### src/verilog/alarm_map_pkg.sv
/*
 * Constants and carrier types for the transceiver alarm register map.
 * Assumes a single 100 MHz core clock.
 */
package alarm_map_pkg;
   localparam int          ADDR_W          = 6;
   localparam int          DATA_W          = 8;
   localparam int          FRAME_BITS      = 16;
   localparam int          NUM_SRC         = 5;
   // Register offsets
   localparam logic [5:0]  OFS_IRQ_ENABLE  = 6'h00;
   localparam logic [5:0]  OFS_IRQ_STATUS  = 6'h01;
   localparam logic [5:0]  OFS_LIVE_STATUS = 6'h02;
   localparam logic [5:0]  OFS_CLOCK_FIFO  = 6'h03;
   localparam logic [5:0]  OFS_TIMING_POL  = 6'h04;
   localparam logic [5:0]  OFS_LOOPBACK    = 6'h05;
   localparam logic [5:0]  OFS_DEVICE_IDENTITY   = 6'h3E;
   localparam logic [5:0]  OFS_REVISION_IDENTITY = 6'h3F;
   // Field positions shared by enable, status and live registers; the detect enable bit is in the timing register
   localparam int          BIT_OSC_LOCK    = 4;
   localparam int          BIT_SIG_LOSS    = 3;
   localparam int          BIT_RECOVERY    = 2;
   localparam int          BIT_MULTIPLIER  = 1;
   localparam int          BIT_OVERFLOW    = 0;
   localparam int          BIT_OSC_DET_EN  = 0;
   // Reset values and writable-bit masks
   localparam logic [4:0]  RST_ALARM       = 5'h00;
   localparam logic [7:0]  RST_CLOCK_FIFO  = 8'h40;
   localparam logic [7:0]  RST_TIMING_POL  = 8'h00;
   localparam logic [7:0]  RST_LOOPBACK    = 8'h00;
   localparam logic [7:0]  CLOCK_FIFO_MASK = 8'h5F;
   localparam logic [7:0]  TIMING_POL_MASK = 8'h7D;
   localparam logic [7:0]  LOOPBACK_MASK   = 8'h07;
   // Identity codes, values arbitrary
   localparam logic [7:0]  DEVICE_IDENTITY_VAL   = 8'hA5;
   localparam logic [7:0]  REVISION_IDENTITY_VAL = 8'h01;

   // The five monitored conditions
   typedef struct packed {
      logic osc_lock;
      logic signal_loss;
      logic recovery_lock;
      logic multiplier_lock;
      logic overflow;
   } alarm_src_t;

   // Control outputs of the configuration registers
   typedef struct packed {
      logic [7:0] clock_fifo;
      logic [7:0] timing_polarity;
      logic [7:0] loopback;
   } config_out_t;
endpackage

### src/verilog/transceiver_alarm_register_map.sv
/*
 * Alarm and control register map reached over a 16-bit serial control frame
 * (write/read flag, six address bits, a dummy bit, eight data bits, all LSB
 * first, sampled on the rising serial clock, committed when chip select rises).
 * Assumes serial pins are asynchronous to core_clk and much slower than it;
 * the condition inputs come from analog blocks and are asynchronous too.
 */
// Summary of operation
// - Registers alarm_irq_enable to loopback_config of the 64-entry space hold the control and status.
// - Register alarm_irq_enable holds five interrupt enables at bits 4 down to 0.
// - An enable of zero blocks its source, one permits it, and all reset to zero.
// - Register alarm_irq_status holds the five latched status bits in the enable positions.
// - A status bit sets on a change of its condition in either direction, reset zero.
// - The interrupt pin is driven only for a set status bit whose enable is one.
// - The live oscillator lock bit and its interrupt stay inactive unless bit 0 of register timing_polarity_config is set.
// - Location 0x3E returns a fixed device identity byte and ignores writes.
// - Location 0x3F returns a fixed revision identity byte and ignores writes.
// - Register alarm_live_status shows the live state of the five conditions.
`timescale 1ns/1ns
module transceiver_alarm_register_map
   import alarm_map_pkg::*;
(
   // Clock and reset
   input  wire logic        core_clk,
   input  wire logic        srst,
   // Serial control port
   input  wire logic        cs_n,
   input  wire logic        sclk,
   input  wire logic        sdi,
   output logic             sdo,
   output logic             sdo_oe,
   // Condition inputs from the analog blocks
   input  wire alarm_map_pkg::alarm_src_t alarm_in,
   // Interrupt pin and configuration outputs
   output logic             irq,
   output alarm_map_pkg::config_out_t cfg_out
);
   import alarm_map_pkg::*;

   // Refuse package constants that the frame decoder cannot serve
   if (FRAME_BITS != 16 || NUM_SRC != 5) begin : g_bad_config
      $error("Unsupported frame or source count");
   end

   ////////////////////////////////////////////////////////////////////////////
   // Input synchronisers
   logic [2:0]  ser_meta_q;
   logic [2:0]  ser_sync_q;
   logic [4:0]  src_meta_q;
   logic [4:0]  src_sync_q;
   logic        sclk_prev_q;
   logic        cs_prev_q;

   // Two flops on every serial pin before use
   always_ff @(posedge core_clk) begin
      if (srst) begin
         ser_meta_q <= 3'h7;
         ser_sync_q <= 3'h7;
      end else begin
         ser_meta_q <= {cs_n, sclk, sdi};
         ser_sync_q <= ser_meta_q;
      end
   end

   // Condition synchroniser runs through reset, so its level is valid at release
   always_ff @(posedge core_clk) begin
      src_meta_q <= alarm_in;
      src_sync_q <= src_meta_q;
   end

   logic cs_n_s;
   logic sclk_s;
   logic sdi_s;
   assign cs_n_s = ser_sync_q[2];
   assign sclk_s = ser_sync_q[1];
   assign sdi_s  = ser_sync_q[0];

   // Edge history of the synchronised serial lines
   always_ff @(posedge core_clk) begin
      if (srst) begin
         sclk_prev_q <= 1'b0;
         cs_prev_q   <= 1'b1;
      end else begin
         sclk_prev_q <= sclk_s;
         cs_prev_q   <= cs_n_s;
      end
   end

   logic sclk_rise;
   logic sclk_fall;
   logic cs_rise;
   assign sclk_rise = sclk_s & ~sclk_prev_q & ~cs_n_s;
   assign sclk_fall = ~sclk_s & sclk_prev_q & ~cs_n_s;
   assign cs_rise   = cs_n_s & ~cs_prev_q;

   ////////////////////////////////////////////////////////////////////////////
   // Serial frame capture
   logic [15:0] shift_q;
   logic [4:0]  bit_cnt_q;
   logic        rd_done_q;

   // Shift in LSB first; frame is complete at 16 bits
   always_ff @(posedge core_clk) begin
      if (srst || cs_n_s) begin
         shift_q   <= 16'h0000;
         bit_cnt_q <= 5'h00;
      end else if (sclk_rise && bit_cnt_q != 5'h10) begin
         shift_q   <= {sdi_s, shift_q[15:1]};
         bit_cnt_q <= bit_cnt_q + 5'h01;
      end
   end

   logic        frame_full;
   logic        f_read;
   logic [5:0]  f_addr;
   logic [7:0]  f_data;
   logic [5:0]  hdr_addr;
   assign frame_full = (bit_cnt_q == 5'h10);
   assign f_read     = shift_q[0];
   assign f_addr     = shift_q[6:1];
   assign f_data     = shift_q[15:8];
   // Address as it sits in the shifter after 7 bits
   assign hdr_addr   = shift_q[15:10];

   // Write commits only after all 16 bits and chip select release
   logic wr_commit;
   assign wr_commit = cs_rise && frame_full && !f_read;

   ////////////////////////////////////////////////////////////////////////////
   // Control registers
   logic [4:0]  irq_en_q;
   logic [7:0]  clock_fifo_q;
   logic [7:0]  timing_pol_q;
   logic [7:0]  loopback_q;

   // Writes to the configuration space; identity locations ignore writes
   always_ff @(posedge core_clk) begin
      if (srst) begin
         irq_en_q     <= RST_ALARM;
         clock_fifo_q <= RST_CLOCK_FIFO;
         timing_pol_q <= RST_TIMING_POL;
         loopback_q   <= RST_LOOPBACK;
      end else if (wr_commit) begin
         if (f_addr == OFS_IRQ_ENABLE) begin
            irq_en_q <= f_data[4:0];
         end else if (f_addr == OFS_CLOCK_FIFO) begin
            clock_fifo_q <= f_data & CLOCK_FIFO_MASK;
         end else if (f_addr == OFS_TIMING_POL) begin
            timing_pol_q <= f_data & TIMING_POL_MASK;
         end else if (f_addr == OFS_LOOPBACK) begin
            loopback_q <= f_data & LOOPBACK_MASK;
         end
      end
   end

   logic osc_det_en;
   assign osc_det_en = timing_pol_q[BIT_OSC_DET_EN];

   ////////////////////////////////////////////////////////////////////////////
   // Live conditions and change detection
   logic [4:0]  live;
   logic [4:0]  live_prev_q;
   logic [4:0]  change;

   // Oscillator lock reads inactive while its detector is disabled
   always_comb begin
      live = src_sync_q;
      live[BIT_OSC_LOCK] = src_sync_q[BIT_OSC_LOCK] & osc_det_en;
   end

   // History follows the live state in reset too, so a condition that is
   // already present at release is not taken for a change
   always_ff @(posedge core_clk) begin
      live_prev_q <= live;
   end

   assign change = live ^ live_prev_q;

   ////////////////////////////////////////////////////////////////////////////
   // Read data path
   logic [7:0]  rd_data_q;
   logic [4:0]  status_q;
   logic [4:0]  rd_clear_q;
   logic        rd_latch;

   // Latch read data when the dummy bit arrives
   assign rd_latch = sclk_rise && bit_cnt_q == 5'h07 && shift_q[9];

   function automatic logic [7:0] read_mux(input logic [5:0] a);
      logic [7:0] v;
      v = 8'h00;
      if (a == OFS_IRQ_ENABLE) begin
         v = {3'h0, irq_en_q};
      end else if (a == OFS_IRQ_STATUS) begin
         v = {3'h0, status_q};
      end else if (a == OFS_LIVE_STATUS) begin
         v = {3'h0, live};
      end else if (a == OFS_CLOCK_FIFO) begin
         v = clock_fifo_q;
      end else if (a == OFS_TIMING_POL) begin
         v = timing_pol_q;
      end else if (a == OFS_LOOPBACK) begin
         v = loopback_q;
      end else if (a == OFS_DEVICE_IDENTITY) begin
         v = DEVICE_IDENTITY_VAL;
      end else if (a == OFS_REVISION_IDENTITY) begin
         v = REVISION_IDENTITY_VAL;
      end
      return v;
   endfunction

   // Snapshot of the word to shift out, and which status bits it returned
   always_ff @(posedge core_clk) begin
      if (srst) begin
         rd_data_q  <= 8'h00;
         rd_clear_q <= 5'h00;
         rd_done_q  <= 1'b0;
      end else if (cs_n_s) begin
         rd_done_q  <= 1'b0;
         rd_clear_q <= 5'h00;
      end else if (rd_latch) begin
         rd_data_q  <= read_mux(hdr_addr);
         rd_done_q  <= 1'b1;
         rd_clear_q <= (hdr_addr == OFS_IRQ_STATUS) ? status_q : 5'h00;
      end else if (sclk_fall && rd_done_q && bit_cnt_q >= 5'h09) begin
         rd_data_q <= {1'b0, rd_data_q[7:1]};
      end
   end

   // Status cleared once the read frame closes
   logic [4:0] clr_mask;
   assign clr_mask = (cs_rise && frame_full && f_read) ? rd_clear_q : 5'h00;

   ////////////////////////////////////////////////////////////////////////////
   // Sticky status; a change in the clearing cycle wins
   always_ff @(posedge core_clk) begin
      if (srst) begin
         status_q <= RST_ALARM;
      end else begin
         status_q <= (status_q & ~clr_mask) | change;
      end
   end

   ////////////////////////////////////////////////////////////////////////////
   // Serial output and interrupt pin
   logic [4:0] pend;
   always_comb begin
      pend = status_q & irq_en_q;
      if (!osc_det_en) begin
         pend[BIT_OSC_LOCK] = 1'b0;
      end
   end

   // True once the header and dummy bit have been taken
   function automatic logic f_read_hdr_ok(input logic [4:0] n);
      return (n >= 5'h08);
   endfunction

   // Registered pin drivers
   always_ff @(posedge core_clk) begin
      if (srst) begin
         irq    <= 1'b0;
         sdo    <= 1'b0;
         sdo_oe <= 1'b0;
      end else begin
         irq    <= |pend;
         sdo    <= rd_data_q[0];
         sdo_oe <= rd_done_q && f_read_hdr_ok(bit_cnt_q);
      end
   end

   // Configuration outputs straight from registers
   always_ff @(posedge core_clk) begin
      if (srst) begin
         cfg_out <= {RST_CLOCK_FIFO, RST_TIMING_POL, RST_LOOPBACK};
      end else begin
         cfg_out <= {clock_fifo_q, timing_pol_q, loopback_q};
      end
   end

   ////////////////////////////////////////////////////////////////////////////
   // Checks
   a_irq_follows_pend: assert property (@(posedge core_clk) disable iff (srst)
      ((|pend) |=> irq)) else $error("Interrupt not raised for pending source");
   a_irq_drops_clear: assert property (@(posedge core_clk) disable iff (srst)
      (!(|pend) |=> !irq)) else $error("Interrupt held with nothing pending");
   a_change_sets_status: assert property (@(posedge core_clk) disable iff (srst)
      (change[BIT_OVERFLOW] |=> status_q[BIT_OVERFLOW])) else $error("Change lost");
   a_status_holds: assert property (@(posedge core_clk) disable iff (srst)
      ((clr_mask == 5'h00) && (change == 5'h00) |=> status_q == $past(status_q)))
      else $error("Status moved without cause");
   a_read_clears: assert property (@(posedge core_clk) disable iff (srst)
      ((clr_mask != 5'h00) && (change == 5'h00) |=> ((status_q & $past(clr_mask)) == 5'h00)))
      else $error("Status not cleared by read");
   a_osc_gated: assert property (@(posedge core_clk) disable iff (srst)
      (!osc_det_en && ((status_q & irq_en_q & 5'h0F) == 5'h00) |=> !irq))
      else $error("Oscillator bit active while detector off");
   a_enable_write: assert property (@(posedge core_clk) disable iff (srst)
      (wr_commit && f_addr == OFS_IRQ_ENABLE |=> irq_en_q == $past(f_data[4:0])))
      else $error("Enable write not stored");
   a_no_early_write: assert property (@(posedge core_clk) disable iff (srst)
      (!cs_rise |=> irq_en_q == $past(irq_en_q)))
      else $error("Enable changed outside frame end");
endmodule

### config.mk
export PLATFORM = sky130hd
export DESIGN_NAME = transceiver_alarm_register_map
export DESIGN_NICKNAME = d
export VERILOG_FILES = /design/src/verilog/alarm_map_pkg.sv /design/src/verilog/transceiver_alarm_register_map.sv
export SDC_FILE = /design/constraint.sdc
export NUM_CORES = 1
export LEC_CHECK = 0
export BUFFER_PORTS_ARGS = -buffer_cell sky130_fd_sc_hd__buf_2
export CORE_MARGIN = 4
export CORE_UTILIZATION = 61
export CTS_BUF_LIST = sky130_fd_sc_hd__clkbuf_2 sky130_fd_sc_hd__clkbuf_4 sky130_fd_sc_hd__clkbuf_8
export DETAILED_ROUTE_END_ITERATION = 6
export GPL_TIMING_DRIVEN = 0
export PLACE_DENSITY = 0.91
export SLEW_MARGIN = 30
export SYNTH_ARGS = -nofsm -noshare
export SYNTH_HDL_FRONTEND = slang
export SYNTH_SLANG_ARGS = --single-unit
### constraint.sdc
create_clock -name core_clk -period 2.3 [get_ports core_clk]
set_input_delay 0.115 -clock core_clk [delete_from_list [all_inputs] [get_ports core_clk]]
set_output_delay 0.115 -clock core_clk [all_outputs]
set_load 0.005 [all_outputs]
======== After elaboration in Yosys (flattened, before gate mapping) ========
Index checks and enable logic that the tools add are counted.
Widths: inputs -> output; s select.
storage, ports and cells
  flip-flop bits (word level) ............. 101
  bits in latches ......................... 0
  RAM bits ................................ 0
  ROM bits ................................ 0
  input port bits ......................... 10
  output and inout port bits .............. 27
  word-level logic and storage cells ...... 91
  memories kept ........................... 0
operators by class
  add/sub/neg operators ................... 1
  $mul .................................... 0
  divide/modulo/power cells ............... 0
  $lt $le $gt $ge ......................... 2
  eq/ne operators ......................... 13
  shift operators ......................... 0
  multiplexer cells ....................... 13
  bitwise operators ....................... 18
  reductions and logical operators ........ 21
operators with widths
  cell                 count
  $mux 8               9
  $eq 6x3->1 const B   4
  $eq 6x2->1 const B   3
  $eq 6x6->1 const B   2
  $logic_not 6->1      2
  $and 5x5->5          2
  $ge 5x4->1 const B   2
  $mux 5               2
  $logic_and 1x1->1    9
  $not 1->1            7
  $and 1x1->1          6
  $eq 6x1->1 const B   1
  $add 5x1->5 const B  1
  $eq 5x3->1 const B   1
  $eq 5x5->1 const B   1
  $ne 5x5->1 const B   1
  $not 5->5            1
  $or 5x5->5           1
  $reduce_and 5->1     1
  $reduce_or 5->1      1
  $xor 5x5->5          1
  $reduce_and 2->1     2
  $reduce_and 4->1     1
  $reduce_and 3->1     1
  other kinds (5)      6

======== Logic depth before layout (Yosys ltp) ========
Gate-level depths: netlist of run 1.
  depth in word-level cells ............... 10
  depth in mapped cells ................... 8

======== Least setup slack after synthesis of run 1 ========
OpenSTA, ideal clock, no wires.
  kind .................................... register to register
  start point ............................. register bit_cnt_q[0]
  end point ............................... register timing_pol_q[0]
  setup time .............................. 128 ps
  arrival time ............................ 1856 ps
  path slack .............................. 316 ps
  cell stages (with the launch flop) ...... 9
  path buffers ............................ 1
  period minus slack after synthesis ...... 1984 ps
  cell sequence ........................... dfxtp_1 inv_1 ha_1 and4bb_2 nand4b_1 or4b_2 buf_2 mux2i_1 nor2_1
between the ends
  longest elaborated chain between the ends .. 4
RTL lines
  element                          RTL line                               source
  start, declared                  transceiver_alarm_register_map.sv:99   logic [4:0] bit_cnt_q;
  start signal, assigned           transceiver_alarm_register_map.sv:109  bit_cnt_q <= bit_cnt_q + 5'h01;
  $eq 5x5->1                       transceiver_alarm_register_map.sv:118  assign frame_full = (bit_cnt_q == 5'h10);
  $logic_and 1x1->1 (2 in series)  transceiver_alarm_register_map.sv:127  assign wr_commit = cs_rise && frame_full && !f_read;
  $reduce_and 4->1 (no line)       -
  end signal, assigned             transceiver_alarm_register_map.sv:149  timing_pol_q <= f_data & TIMING_POL_MASK;
  end, declared                    transceiver_alarm_register_map.sv:133  logic [7:0] timing_pol_q;
Every way passes these cells.
A chain may end at the register's enable or synchronous reset.

======== Worst setup path in the final report of run 1 ========
  start point ............................. register bit_cnt_q[1]
  end point ............................... register rd_data_q[4]
between the ends
  longest elaborated chain between the ends .. 5
  elaborated cells between the ends (all ways) .. 8
  classes of those cells .................. order compare (1); eq/ne (1); mux (1); reduce/logical (5)
RTL lines
  element                                             RTL line                               source
  branches (longest 5 deep; another with $ge 5x4->1)  -
  end signal, assigned                                transceiver_alarm_register_map.sv:222  rd_data_q <= read_mux(hdr_addr);
  end signal, assigned                                transceiver_alarm_register_map.sv:226  rd_data_q <= {1'b0, rd_data_q[7:1]};
  end, declared                                       transceiver_alarm_register_map.sv:181  logic [7:0] rd_data_q;
Parallel ways; which one is timed is not known.

==> impl_summary.log, run 1 <==
[metrics] status: finished clean
[metrics] grt total ovfl: 0
[metrics] final non-filler cell total: 540
[metrics] Max H-tree Level: 3
[metrics] area inside the core boundary: around 6000 µm²
[metrics] final setup violating endpoints: 0
[metrics] final number of max-transition violations: 0
[metrics] flip-flop cell with the highest count after synthesis: dfxtp_1
[metrics] area overhead of the layout relative to synthesis: 14.82%
[metrics] count of different cell masters after synthesis: 50
[metrics] startpoint types: register
[metrics] arrival time of the worst setup path: about 2.4 ns
[metrics] CTS Buf Count: 9
[metrics] aggregate routed wire length: between 8000 and 9000 µm
[metrics] post-route minimum period: ~2.1 ns
[metrics] Total Die Area: between 7000 and 8000 µm²
[metrics] cell chain of the critical path: inv_1 > ha_1 > or4_1 > o211ai_1 > clkbuf_4 > o32ai_1 > nor4_1
[metrics] worst setup slack before clock tree synthesis: roughly 0.067 ns
[metrics] yosys synthesis warning count: 0
[metrics] setup slack, reg-to-reg: 0.17 ns
[metrics] total of flip-flops plus latches after synthesis: 101
[metrics] routed vias/inst: 5.561
[metrics] total area of multi-input combinational cells: 1648 µm²
[metrics] share of post-route cells with drive strength above 1: ~17%
[metrics] placed insts: ~510
[metrics] Req. time, crit path: 2.57 ns
[metrics] RSZ-0062 raised after global routing: no
[metrics] worst vdd ir: slightly above 0.6 mV
[metrics] type of the worst setup path: register to register
[metrics] antenna violations before repair: 0
[metrics] Worst Tran Pin Value: 0.8422 ns
[metrics] antenna-violating nets left: 0
[metrics] crit share post-route: 92.50%
[metrics] count of pins on the block boundary: 37
[metrics] hold violation total from the final report: 0
[metrics] 1st-iter DRT viols: 349
[metrics] count of vias placed by the detailed router: 3003
[metrics] final weighted congestion in routability-driven placement: ~0.94
[metrics] row count: 28
[metrics] maximum fanout encountered on the critical timing path: 10
[metrics] worst path bufs/invs: 2
[metrics] Post-DP Area: 4074 µm²
[metrics] mapped cell area: 3809 µm²
[metrics] sink count of the clock tree: 101
[metrics] share of the core filled with cells in the final layout: 73.00%
[metrics] global-route wire length before repair: 13390 µm
[metrics] Worst Clk Skew: around 0.012 ns
[metrics] drt wl/cell: ~15 µm
[metrics] number of remaining DRC errors: 0
[metrics] proportion of register bits with asynchronous set or reset after synthesis: 0%
[metrics] post-synthesis average cell area: about 9.5 µm²
[metrics] number of global-route vias before repair: 2891
[metrics] vertical die dimension: 87.02 µm
[metrics] standby leakage power: around 1.8 nW
[metrics] top cell family by delay on the critical path: simple AND/OR/NAND/NOR gates
[metrics] Detail Placement HPWL: 5764 µm
[metrics] TritonCTS clock tree: built
[metrics] hold_ws: 0.2531 ns
[metrics] Initial Utilization: 63.58%
[metrics] sequential standard cell area: 2022 µm²
[metrics] Final #Nets: 473
[metrics] most frequent standard cell in the layout excluding fill and tap cells: dfxtp_1
[metrics] sequential-to-total area share from yosys stat: 53.09%
[metrics] number of buffers added on ports: 27
[metrics] highest clock rate: ~0.47 GHz
[metrics] most used cells in the layout excluding fill and tap cells: dfxtp_1, nand2_1, nor2_1, a21oi_1, buf_2
[metrics] width of the die: 87.02 µm
[metrics] Max Buffers Root-to-Sink: 2
[metrics] number of diodes: 0
[metrics] setup TNS: 0 ns
[metrics] slowest cell delay on critical path: around 0.42 ns
[metrics] Clk Latency, worst-skew pair: 0.37 ns
[metrics] register clock-pin slew on the reported worst setup and hold paths: ~0.090 ns
[metrics] total routing resource utilization after global routing: a little under a quarter
[metrics] kind of end point of the critical path: register
[metrics] final worst-path setup slack: 0.1725 ns
[metrics] Max-cap violations: 0
[metrics] Max-Slew Margin vs Limit: between 40% and 50%
[metrics] min-delay worst type: input pin to register
[metrics] Post-synth EDFFs: 0
[metrics] final std cell area, no fill: between 4000 and 5000 µm²
[metrics] cell count after synthesis: 403
[metrics] slowest CP cell: or4_1
[metrics] Cell Pwr Density: 666.5 nW/µm²
[metrics] pin count of the biggest net entering global routing: 19
[metrics] count of TritonRoute iterations in the first routing pass: 5
[metrics] power consumption: 2.914 mW
[metrics] number of fillers in the final layout: 439
[metrics] clock tree root buffer cell: clkbuf_8
-- final cells by class --
type	instances	share of cell area, %
plain buffers	33	4.006
clock buffers	9	2.833
clock inverters	7	1.316
inverters	4	0.3433
multi-input cells	273	37.68
flip-flops and latches	101	46.24
well taps	75	2.146
repair buffers	38	5.436
-- synthesized netlist by cell type (all sizes together), types with 3 or more instances --
cell | n | area (µm²)
or2 | 8 | 50.05
nor3 | 4 | 25.02
nand4b | 3 | 26.28
nand2b | 4 | 25.02
mux2i | 23 | 230.2
nor2 | 42 | 157.7
nor2b | 23 | 143.9
dfxtp | 101 | 2022
a21oi | 31 | 155.2
buf | 16 | 100.1
xor2 | 7 | 61.31
nand4 | 3 | 18.77
o21ai | 4 | 20.01
ha | 3 | 37.54
a211oi | 3 | 22.52
or4 | 5 | 37.54
clkbuf | 17 | 63.81
nor4 | 4 | 31.28
nand3 | 3 | 15.01
inv | 4 | 15.01
nand2 | 51 | 191.4
a22oi | 9 | 67.56
-- report_power, final --
part | total (mW) | internal (mW) | switching (mW)
clock network | 1.03 | 0.408 | 0.622
registers | 1.79 | 1.77 | 0.0204
logic | 0.0906 | 0.0432 | 0.0474
-- path summary, 6_finish.rpt --
kind / startpoint / end / cells past startpoint
max reg2reg: bit_cnt_q[1] / rd_data_q[4] / 7
max: bit_cnt_q[1] / rd_data_q[4] / 7
min: srst / rd_data_q[2] / 4
min reg2reg: src_meta_q[2] / src_sync_q[2] / 0
-- kinds of logic (layout without fill, tap and decap cells) --
| family | count (synthesis) | after routing | synth area share (%) |
|---|---|---|---|
| AOI/OAI and AO/OA | 63 | 63 | 10.38 |
| muxes | 25 | 25 | 6.636 |
| other | 1 | 9 | 0.09846 |
| buffers and inverters | 37 | 91 | 4.697 |
| xor gates and xnor gates | 9 | 9 | 2.070 |
| and+or+nand+nor | 164 | 164 | 22.04 |
| DFF | 101 | 101 | 53.09 |
| adders and majority gates | 3 | 3 | 0.9857 |
-- registers in the layout, indices dropped and copies added, names as in the netlist, 6 cells and up --
register	cells
rd_data_q	8
clock_fifo_q	6
cfg_out	15
shift_q	16
timing_pol_q	6
-- worst min-delay path: cells and delay by family --
family | cells | cell delay [ns]
AND/OR/NAND/NOR | 2 | 0.25
AO/OA/AOI/OAI | 1 | 0.07
buffers and inverters | 1 | 0.13
-- routing by layer --
| layer | vias up | GRT usage (%) | wire length [µm] |
|---|---|---|---|
| met1 | 1389 | 28.07 | 3569 |
| met3 | 28 | 5.203 | 504 |
| met4 | 0 | 7.932 | 163 |
| met2 | 116 | 39.06 | 3945 |
| li1 | 1470 | - | - |
| met5 | - | 0 | 0 |
-- what timing repair did --
action / CTS / global route
gates resized for setup: 0 / 8
endpoints found under the hold margin: 8 / 0
hold buffers: 8 / 0
setup buffers: 0 / 3
setup endpoints to repair: 0 / 18
No activity file was read; power rests on OpenSTA's default activity.
==> inputs of run 2 (changes only) <==
- CORE_UTILIZATION: 61 -> 30
- PLACE_DENSITY: 0.91 -> 0.55
==> impl_summary.log, run 2 (same netlist as run 1, synthesis figures left out) <==
[metrics] total area of multi-input combinational cells: 1660 µm² (+0.76%)
[metrics] clock tree root buffer cell: clkbuf_8
[metrics] proportion of power drawn by combinational gates: 3.0% (about the same)
[metrics] number of remaining DRC errors: 0 (unchanged)
[metrics] Max Buffers Root-to-Sink: 2 (unchanged)
[metrics] crit share post-route: 95.56% (+3.1 points)
[metrics] grt total ovfl: 0 (unchanged)
[metrics] Largest Register: shift_q
[metrics] width of the die: 120.7 µm (+39%)
[metrics] sequential standard cell area: 2023 µm² (about the same)
[metrics] setup slack, reg-to-reg: 0.10 ns (-0.07 ns)
[metrics] Req. time, crit path: 2.59 ns (+0.02 ns)
[metrics] area inside the core boundary: 12210 µm² (+100%)
[metrics] final weighted congestion in routability-driven placement: 0.9161 (-2.8%)
[metrics] startpoint types: register
[metrics] worst vdd ir: 0.2656 mV (-57%)
[metrics] count of vias placed by the detailed router: 2834 (-5.6%)
[metrics] share of the core filled with cells in the final layout: 36.82% (-36 points)
[metrics] row count: 40 (+43%)
[metrics] relative contribution of the clock network to total power: 36.6% (+1.3 points)
[metrics] RSZ-0062 raised after global routing: no
[metrics] area overhead of the layout relative to synthesis: 18.07%
[metrics] register clock-pin slew on the reported worst setup and hold paths: 0.08 ns (about the same)
[metrics] kind of end point of the critical path: register
[metrics] post-route minimum period: 2.198 ns (+0.07037 ns)
[metrics] pin count of the biggest net entering global routing: 16 (-3)
[metrics] Total Die Area: 14560 µm² (+92%)
[metrics] worst setup slack before clock tree synthesis: 0.09925 ns (+0.03264 ns)
[metrics] share of post-route cells with drive strength above 1: 16.45% (-0.32 points)
[metrics] Cell Pwr Density: 660.7 nW/µm² (-0.87%)
[metrics] Detail Placement HPWL: 6246 µm (+8.4%)
[metrics] Max H-tree Level: 3 (unchanged)
[metrics] standby leakage power: 1.818 nW (-0.77%)
[metrics] number of flip-flops in the largest register: 16 (unchanged)
[metrics] min-delay worst type: input pin to register
[metrics] most frequent standard cell in the layout excluding fill and tap cells: dfxtp_1
[metrics] TritonCTS clock tree: built
[metrics] final number of max-transition violations: 0 (unchanged)
[metrics] Clk Latency, worst-skew pair: 0.37 ns (about the same)
[metrics] type of the worst setup path: register to register
[metrics] status: finished clean
[metrics] total routing resource utilization after global routing: 12.71% (-10 points)
[metrics] Max-Slew Margin vs Limit: 51.15% (+7.8 points)
[metrics] vertical die dimension: 120.7 µm (+39%)
[metrics] antenna-violating nets left: 0 (unchanged)
[metrics] setup repair bufs after CTS: 0 (unchanged)
[metrics] maximum fanout encountered on the critical timing path: 9 (-1)
[metrics] antenna violations before repair: 0 (unchanged)
[metrics] drt wl/cell: 13.73 µm (-9.4%)
[metrics] aggregate routed wire length: 8650 µm (+5.7%)
[metrics] most used cells in the layout excluding fill and tap cells: dfxtp_1, nand2_1, nor2_1, a21oi_1, buf_2
[metrics] sink count of the clock tree: 101 (unchanged)
[metrics] count of pins on the block boundary: 37 (unchanged)
[metrics] 1st-iter DRT viols: 145 (-58%)
[metrics] number of fillers in the final layout: 1281 (+190%)
[metrics] cell internal pwr: 2.340 mW (+5.2%)
[metrics] Max-cap violations: 0 (unchanged)
[metrics] routed vias/inst: 4.498 (-19%)
[metrics] Worst Tran Pin Value: 0.7267 ns (-0.1155 ns)
[metrics] sw frac: 21.23% (-2.4 points)
[metrics] hold_ws: 0.2491 ns (-0.004049 ns)
[metrics] number of diodes: 0 (unchanged)
[metrics] final setup violating endpoints: 0 (unchanged)
[metrics] CTS Buf Count: 9 (unchanged)
[metrics] final worst-path setup slack: 0.1021 ns (-0.07038 ns)
[metrics] number of global-route vias before repair: 2763 (-4.4%)
[metrics] hold violation total from the final report: 0 (unchanged)
[metrics] arrival time of the worst setup path: 2.48 ns (+0.08 ns)
[metrics] Worst Clk Skew: 0.007030 ns (-0.004870 ns)
[metrics] highest clock rate: 0.4550 GHz (-3.2%)
[metrics] number of buffers added on ports: 27 (unchanged)
[metrics] Initial Utilization: 31.19% (-32 points)
[metrics] Final #Nets: 470 (-0.63%)
[metrics] proportion of power drawn by flip-flops and latches: 60.4% (-1.2 points)
[metrics] largest registers: shift_q (16), cfg_out (15), rd_data_q (8)
[metrics] global-route wire length before repair: 14110 µm (+5.4%)
[metrics] Switching Power: 0.6308 mW (-8.5%)
[metrics] count of TritonRoute iterations in the first routing pass: 4 (-1)
-- run 2: cell types whose count changed in the layout (fill, tap and decap cells not counted), sizes merged --
| cell | previous run | this run |
|---|---|---|
| buf | 44 | 43 |
| inv | 7 | 4 |
| clkinv | 2 | 0 |
| clkbuf | 28 | 31 |
-- run 2: final timing paths --
check	start	end	depth (start not counted)
min	srst	rd_data_q[2]	4
min reg2reg	src_meta_q[4]	src_sync_q[4]	0
max reg2reg	ser_sync_q[2]	rd_data_q[2]	5
max	ser_sync_q[2]	rd_data_q[2]	5
-- run 2: worst max-delay path: stages, from the launching register on --
cell and delay [ns]:
dfxtp_1 0.39, nand4bb_1 0.31, or4_1 0.55, buf_2 0.20, or4_1 0.54, o32ai_1 0.13
-- run 2: timing repair --
item                                    4_1_cts  5_1_grt
endpoints found under the setup margin        0       16
resized for setup                             0        9
hold endpoints to repair                      8        0
hold buffers                                  8        0
-- run 2: through the flow --
| step | power [mW] | instances | cell area, µm² | TNS, ns |
|---|---|---|---|---|
| final | 2.971 | 630 | 4497 | 0 |
| after detailed placement | 1.914 | 606 | 4190 | 0 |
| after CTS | 3.021 | 630 | 4472 | 0 |
| after floorplan | 1.884 | 411 | 3839 | 0 |
| after global routing | 3.111 | 630 | 4497 | 0 |
| after global placement | 1.912 | 606 | 4184 | -1.477 |
-- run 2: power by group through the flow --
stage | Clock (mW) | Sequential (mW) | Combinational (mW)
global route | 1.21 | 1.80 | 0.101
detailed placement | 0 | 1.83 | 0.0799
global placement | 0 | 1.83 | 0.0784
CTS | 1.14 | 1.79 | 0.0902
finish | 1.09 | 1.79 | 0.0898
floorplan | 0 | 1.83 | 0.0570
-- run 2: cell type report --
cell class	instances	share of cell area [%]
clock buffers	14	4.146
inverters	4	0.3339
plain buffers	33	3.812
clock inverters	2	0.3339
flip-flops and latches	101	44.99
multi-input cells	273	36.92
well taps	168	4.674
repair buffers	35	4.786
-- run 2: layer usage --
metal	GRT usage, %	part of all wire (%)	up-vias
met5	0	0	-
li1	-	-	1464
met1	15.51	45	1299
met2	20.43	47	59
met4	5.241	2.2	0
met3	4.397	5.8	12
==> inputs of run 3 (changes only) <==
- CORE_ASPECT_RATIO: default -> 1.75
- clock period: 2.3 -> 2.2 ns (I/O delays scaled with it)
==> impl_summary.log, run 3 (same netlist as run 1, synthesis figures left out) <==
[metrics] status: finished clean
[metrics] Max H-tree Level: 3 (unchanged)
[metrics] slowest cell delay on critical path: 0.54 ns (about the same)
[metrics] number of remaining DRC errors: 0 (unchanged)
[metrics] placed insts: 606 (unchanged)
[metrics] hold violation total from the final report: 0 (unchanged)
[metrics] area overhead of the layout relative to synthesis: 19.68%
[metrics] Detail Placement HPWL: 6899 µm (+10%)
[metrics] Worst Tran Pin Value: 0.6224 ns (-0.1043 ns)
[metrics] drt wl/cell: 14.98 µm (+9.1%)
[metrics] min-delay worst type: input pin to register
[metrics] sink count of the clock tree: 101 (unchanged)
[metrics] Max Buffers Root-to-Sink: 2 (unchanged)
[metrics] maximum fanout encountered on the critical timing path: 9 (unchanged)
[metrics] clock tree root buffer cell: clkbuf_8
[metrics] final non-filler cell total: 629 (-0.16%)
[metrics] most frequent standard cell in the layout excluding fill and tap cells: dfxtp_1
[metrics] number of flip-flops in the largest register: 16 (unchanged)
[metrics] Cell Pwr Density: 726.1 nW/µm² (+9.9%)
[metrics] aggregate routed wire length: 9422 µm (+8.9%)
[metrics] power consumption: 3.309 mW (+11%)
[metrics] routed vias/inst: 4.739 (+5.4%)
[metrics] antenna-violating nets left: 0 (unchanged)
[metrics] final weighted congestion in routability-driven placement: 0.8468 (-7.6%)
[metrics] standby leakage power: 1.848 nW (+1.7%)
[metrics] hold_ws: 0.2542 ns (+0.005101 ns)
[metrics] Final #Nets: 469 (-0.21%)
[metrics] type of the worst setup path: register to register
[metrics] startpoint types: register
[metrics] count of pins on the block boundary: 37 (unchanged)
[metrics] area inside the core boundary: 12430 µm² (+1.8%)
[metrics] post-route minimum period: 2.098 ns (-0.1002 ns)
[metrics] Req. time, crit path: 2.48 ns (-0.11 ns)
[metrics] Total Die Area: 14630 µm² (+0.49%)
[metrics] crit share post-route: 95.35% (-0.21 points)
[metrics] antenna violations before repair: 0 (unchanged)
[metrics] crit-path most repeated cell: or4_1
[metrics] slowest CP cell: or4_1
[metrics] Worst Clk Skew: 0.01449 ns (+0.007464 ns)
[metrics] share of post-route cells with drive strength above 1: 17.57% (+1.1 points)
[metrics] arrival time of the worst setup path: 2.38 ns (-0.10 ns)
[metrics] grt total ovfl: 0 (unchanged)
[metrics] Clk Latency, worst-skew pair: 0.38 ns (about the same)
[metrics] final number of max-transition violations: 0 (unchanged)
[metrics] Max-Slew Margin vs Limit: 58.51% (+7.4 points)
[metrics] vertical die dimension: 157.1 µm (+30%)
[metrics] 1st-iter DRT viols: 109 (-25%)
[metrics] RSZ-0062 raised after global routing: no
[metrics] pin count of the biggest net entering global routing: 18 (+2)
[metrics] cell chain of the critical path: ha_1 > nand2_1 > or4_1 > buf_2 > or4_1 > o32ai_1
[metrics] number of global-route vias before repair: 2871 (+3.9%)
[metrics] row count: 54 (+35%)
[metrics] width of the die: 93.18 µm (-23%)
[metrics] register clock-pin slew on the reported worst setup and hold paths: 0.10 ns (+0.02 ns)
[metrics] Largest Register: shift_q
[metrics] CTS Buf Count: 9 (unchanged)
[metrics] top cell family by delay on the critical path: simple AND/OR/NAND/NOR gates
[metrics] total routing resource utilization after global routing: 13.34% (+0.63 points)
[metrics] Max-cap violations: 0 (unchanged)
[metrics] highest clock rate: 0.4767 GHz (+4.8%)
[metrics] global-route wire length before repair: 14770 µm (+4.6%)
[metrics] TritonCTS clock tree: built
[metrics] final setup violating endpoints: 0 (unchanged)
[metrics] number of diodes: 0 (unchanged)
[metrics] kind of end point of the critical path: register
[metrics] number of buffers added on ports: 27 (unchanged)
[metrics] count of TritonRoute iterations in the first routing pass: 4 (unchanged)
[metrics] largest registers: shift_q (16), cfg_out (15), rd_data_q (8)
[metrics] worst path bufs/invs: 1 (unchanged)
[metrics] most used cells in the layout excluding fill and tap cells: dfxtp_1, nand2_1, nor2_1, buf_2, a21oi_1
[metrics] worst vdd ir: 0.2949 mV (+11%)
[metrics] Initial Utilization: 30.64% (-0.55 points)
[metrics] count of vias placed by the detailed router: 2981 (+5.2%)
[run 3: cell count changes in the layout (fill, tap and decap cells not counted), sizes merged]
| cell | change |
|---|---|
| bufinv | +2 |
| clkinvlp | -1 |
| inv | +2 |
| clkbuf | -5 |
| clkinv | +1 |
[run 3: cell type report]
cell class,count,area [µm²]
flip-flops and latches,101,2024
clock buffers,10,137.6
clock inverters,6,93.84
fillers,1314,7874
repair buffers,36,222.7
plain buffers,31,162.7
well taps,168,210.2
multi-input cells,273,1692
inverters,4,15.01
[run 3: stage by stage]
step / area (µm²) / setup slack (ns) / TNS (ns) / utilization, %
floorplan: 3839 / 0.2163 / 0 / -
global placement: 4184 / -0.2534 / -1.587 / 33.66
detailed placement: 4190 / -0.01644 / -0.07845 / 33.71
CTS: 4502 / 0.05620 / 0 / 36.21
global route: 4558 / 0.007908 / 0 / 36.66
finish: 4558 / 0.1024 / 0 / 36.66
[run 3: repair_timing]
item | 4_1_cts | 5_1_grt
hold buffers | 8 | 0
hold endpoints to repair | 8 | 0
setup endpoints to repair | 16 | 28
resized for setup | 2 | 16
setup buffers | 0 | 1
[run 3: tightest hold or removal path, stage by stage]
cell      delay, ns
buf_2          0.14
clkbuf_1       0.21
nor2b_1        0.14
[run 3: power by group]
group	internal (mW)	leakage, nW	total (mW)	switching, mW
Clock	0.681	0.113	1.33	0.653
Sequential	1.85	0.822	1.88	0.0234
Combinational	0.0465	0.913	0.0968	0.0503
Total	2.58	1.85	3.31	0.727
[run 3: path summary, 6_finish.rpt]
check | start | endpoint | slack, ns | cells after the start
setup reg to reg | bit_cnt_q[1] | rd_data_q[2] | 0.10 | 6
hold reg to reg | src_meta_q[0] | src_sync_q[0] | 0.33 | 0
hold / removal | srst | cfg_out[11] | 0.25 | 3
setup / recovery | bit_cnt_q[1] | rd_data_q[2] | 0.10 | 6
[run 3: routing by layer]
metal / share of wire (%) / track usage [%] / vias to the layer above
li1: - / - / 1466
met1: 38 / 13.79 / 1410
met2: 53 / 24.03 / 76
met3: 3.9 / 2.343 / 29
met4: 5.9 / 9.294 / 0
met5: 0 / 0 / -
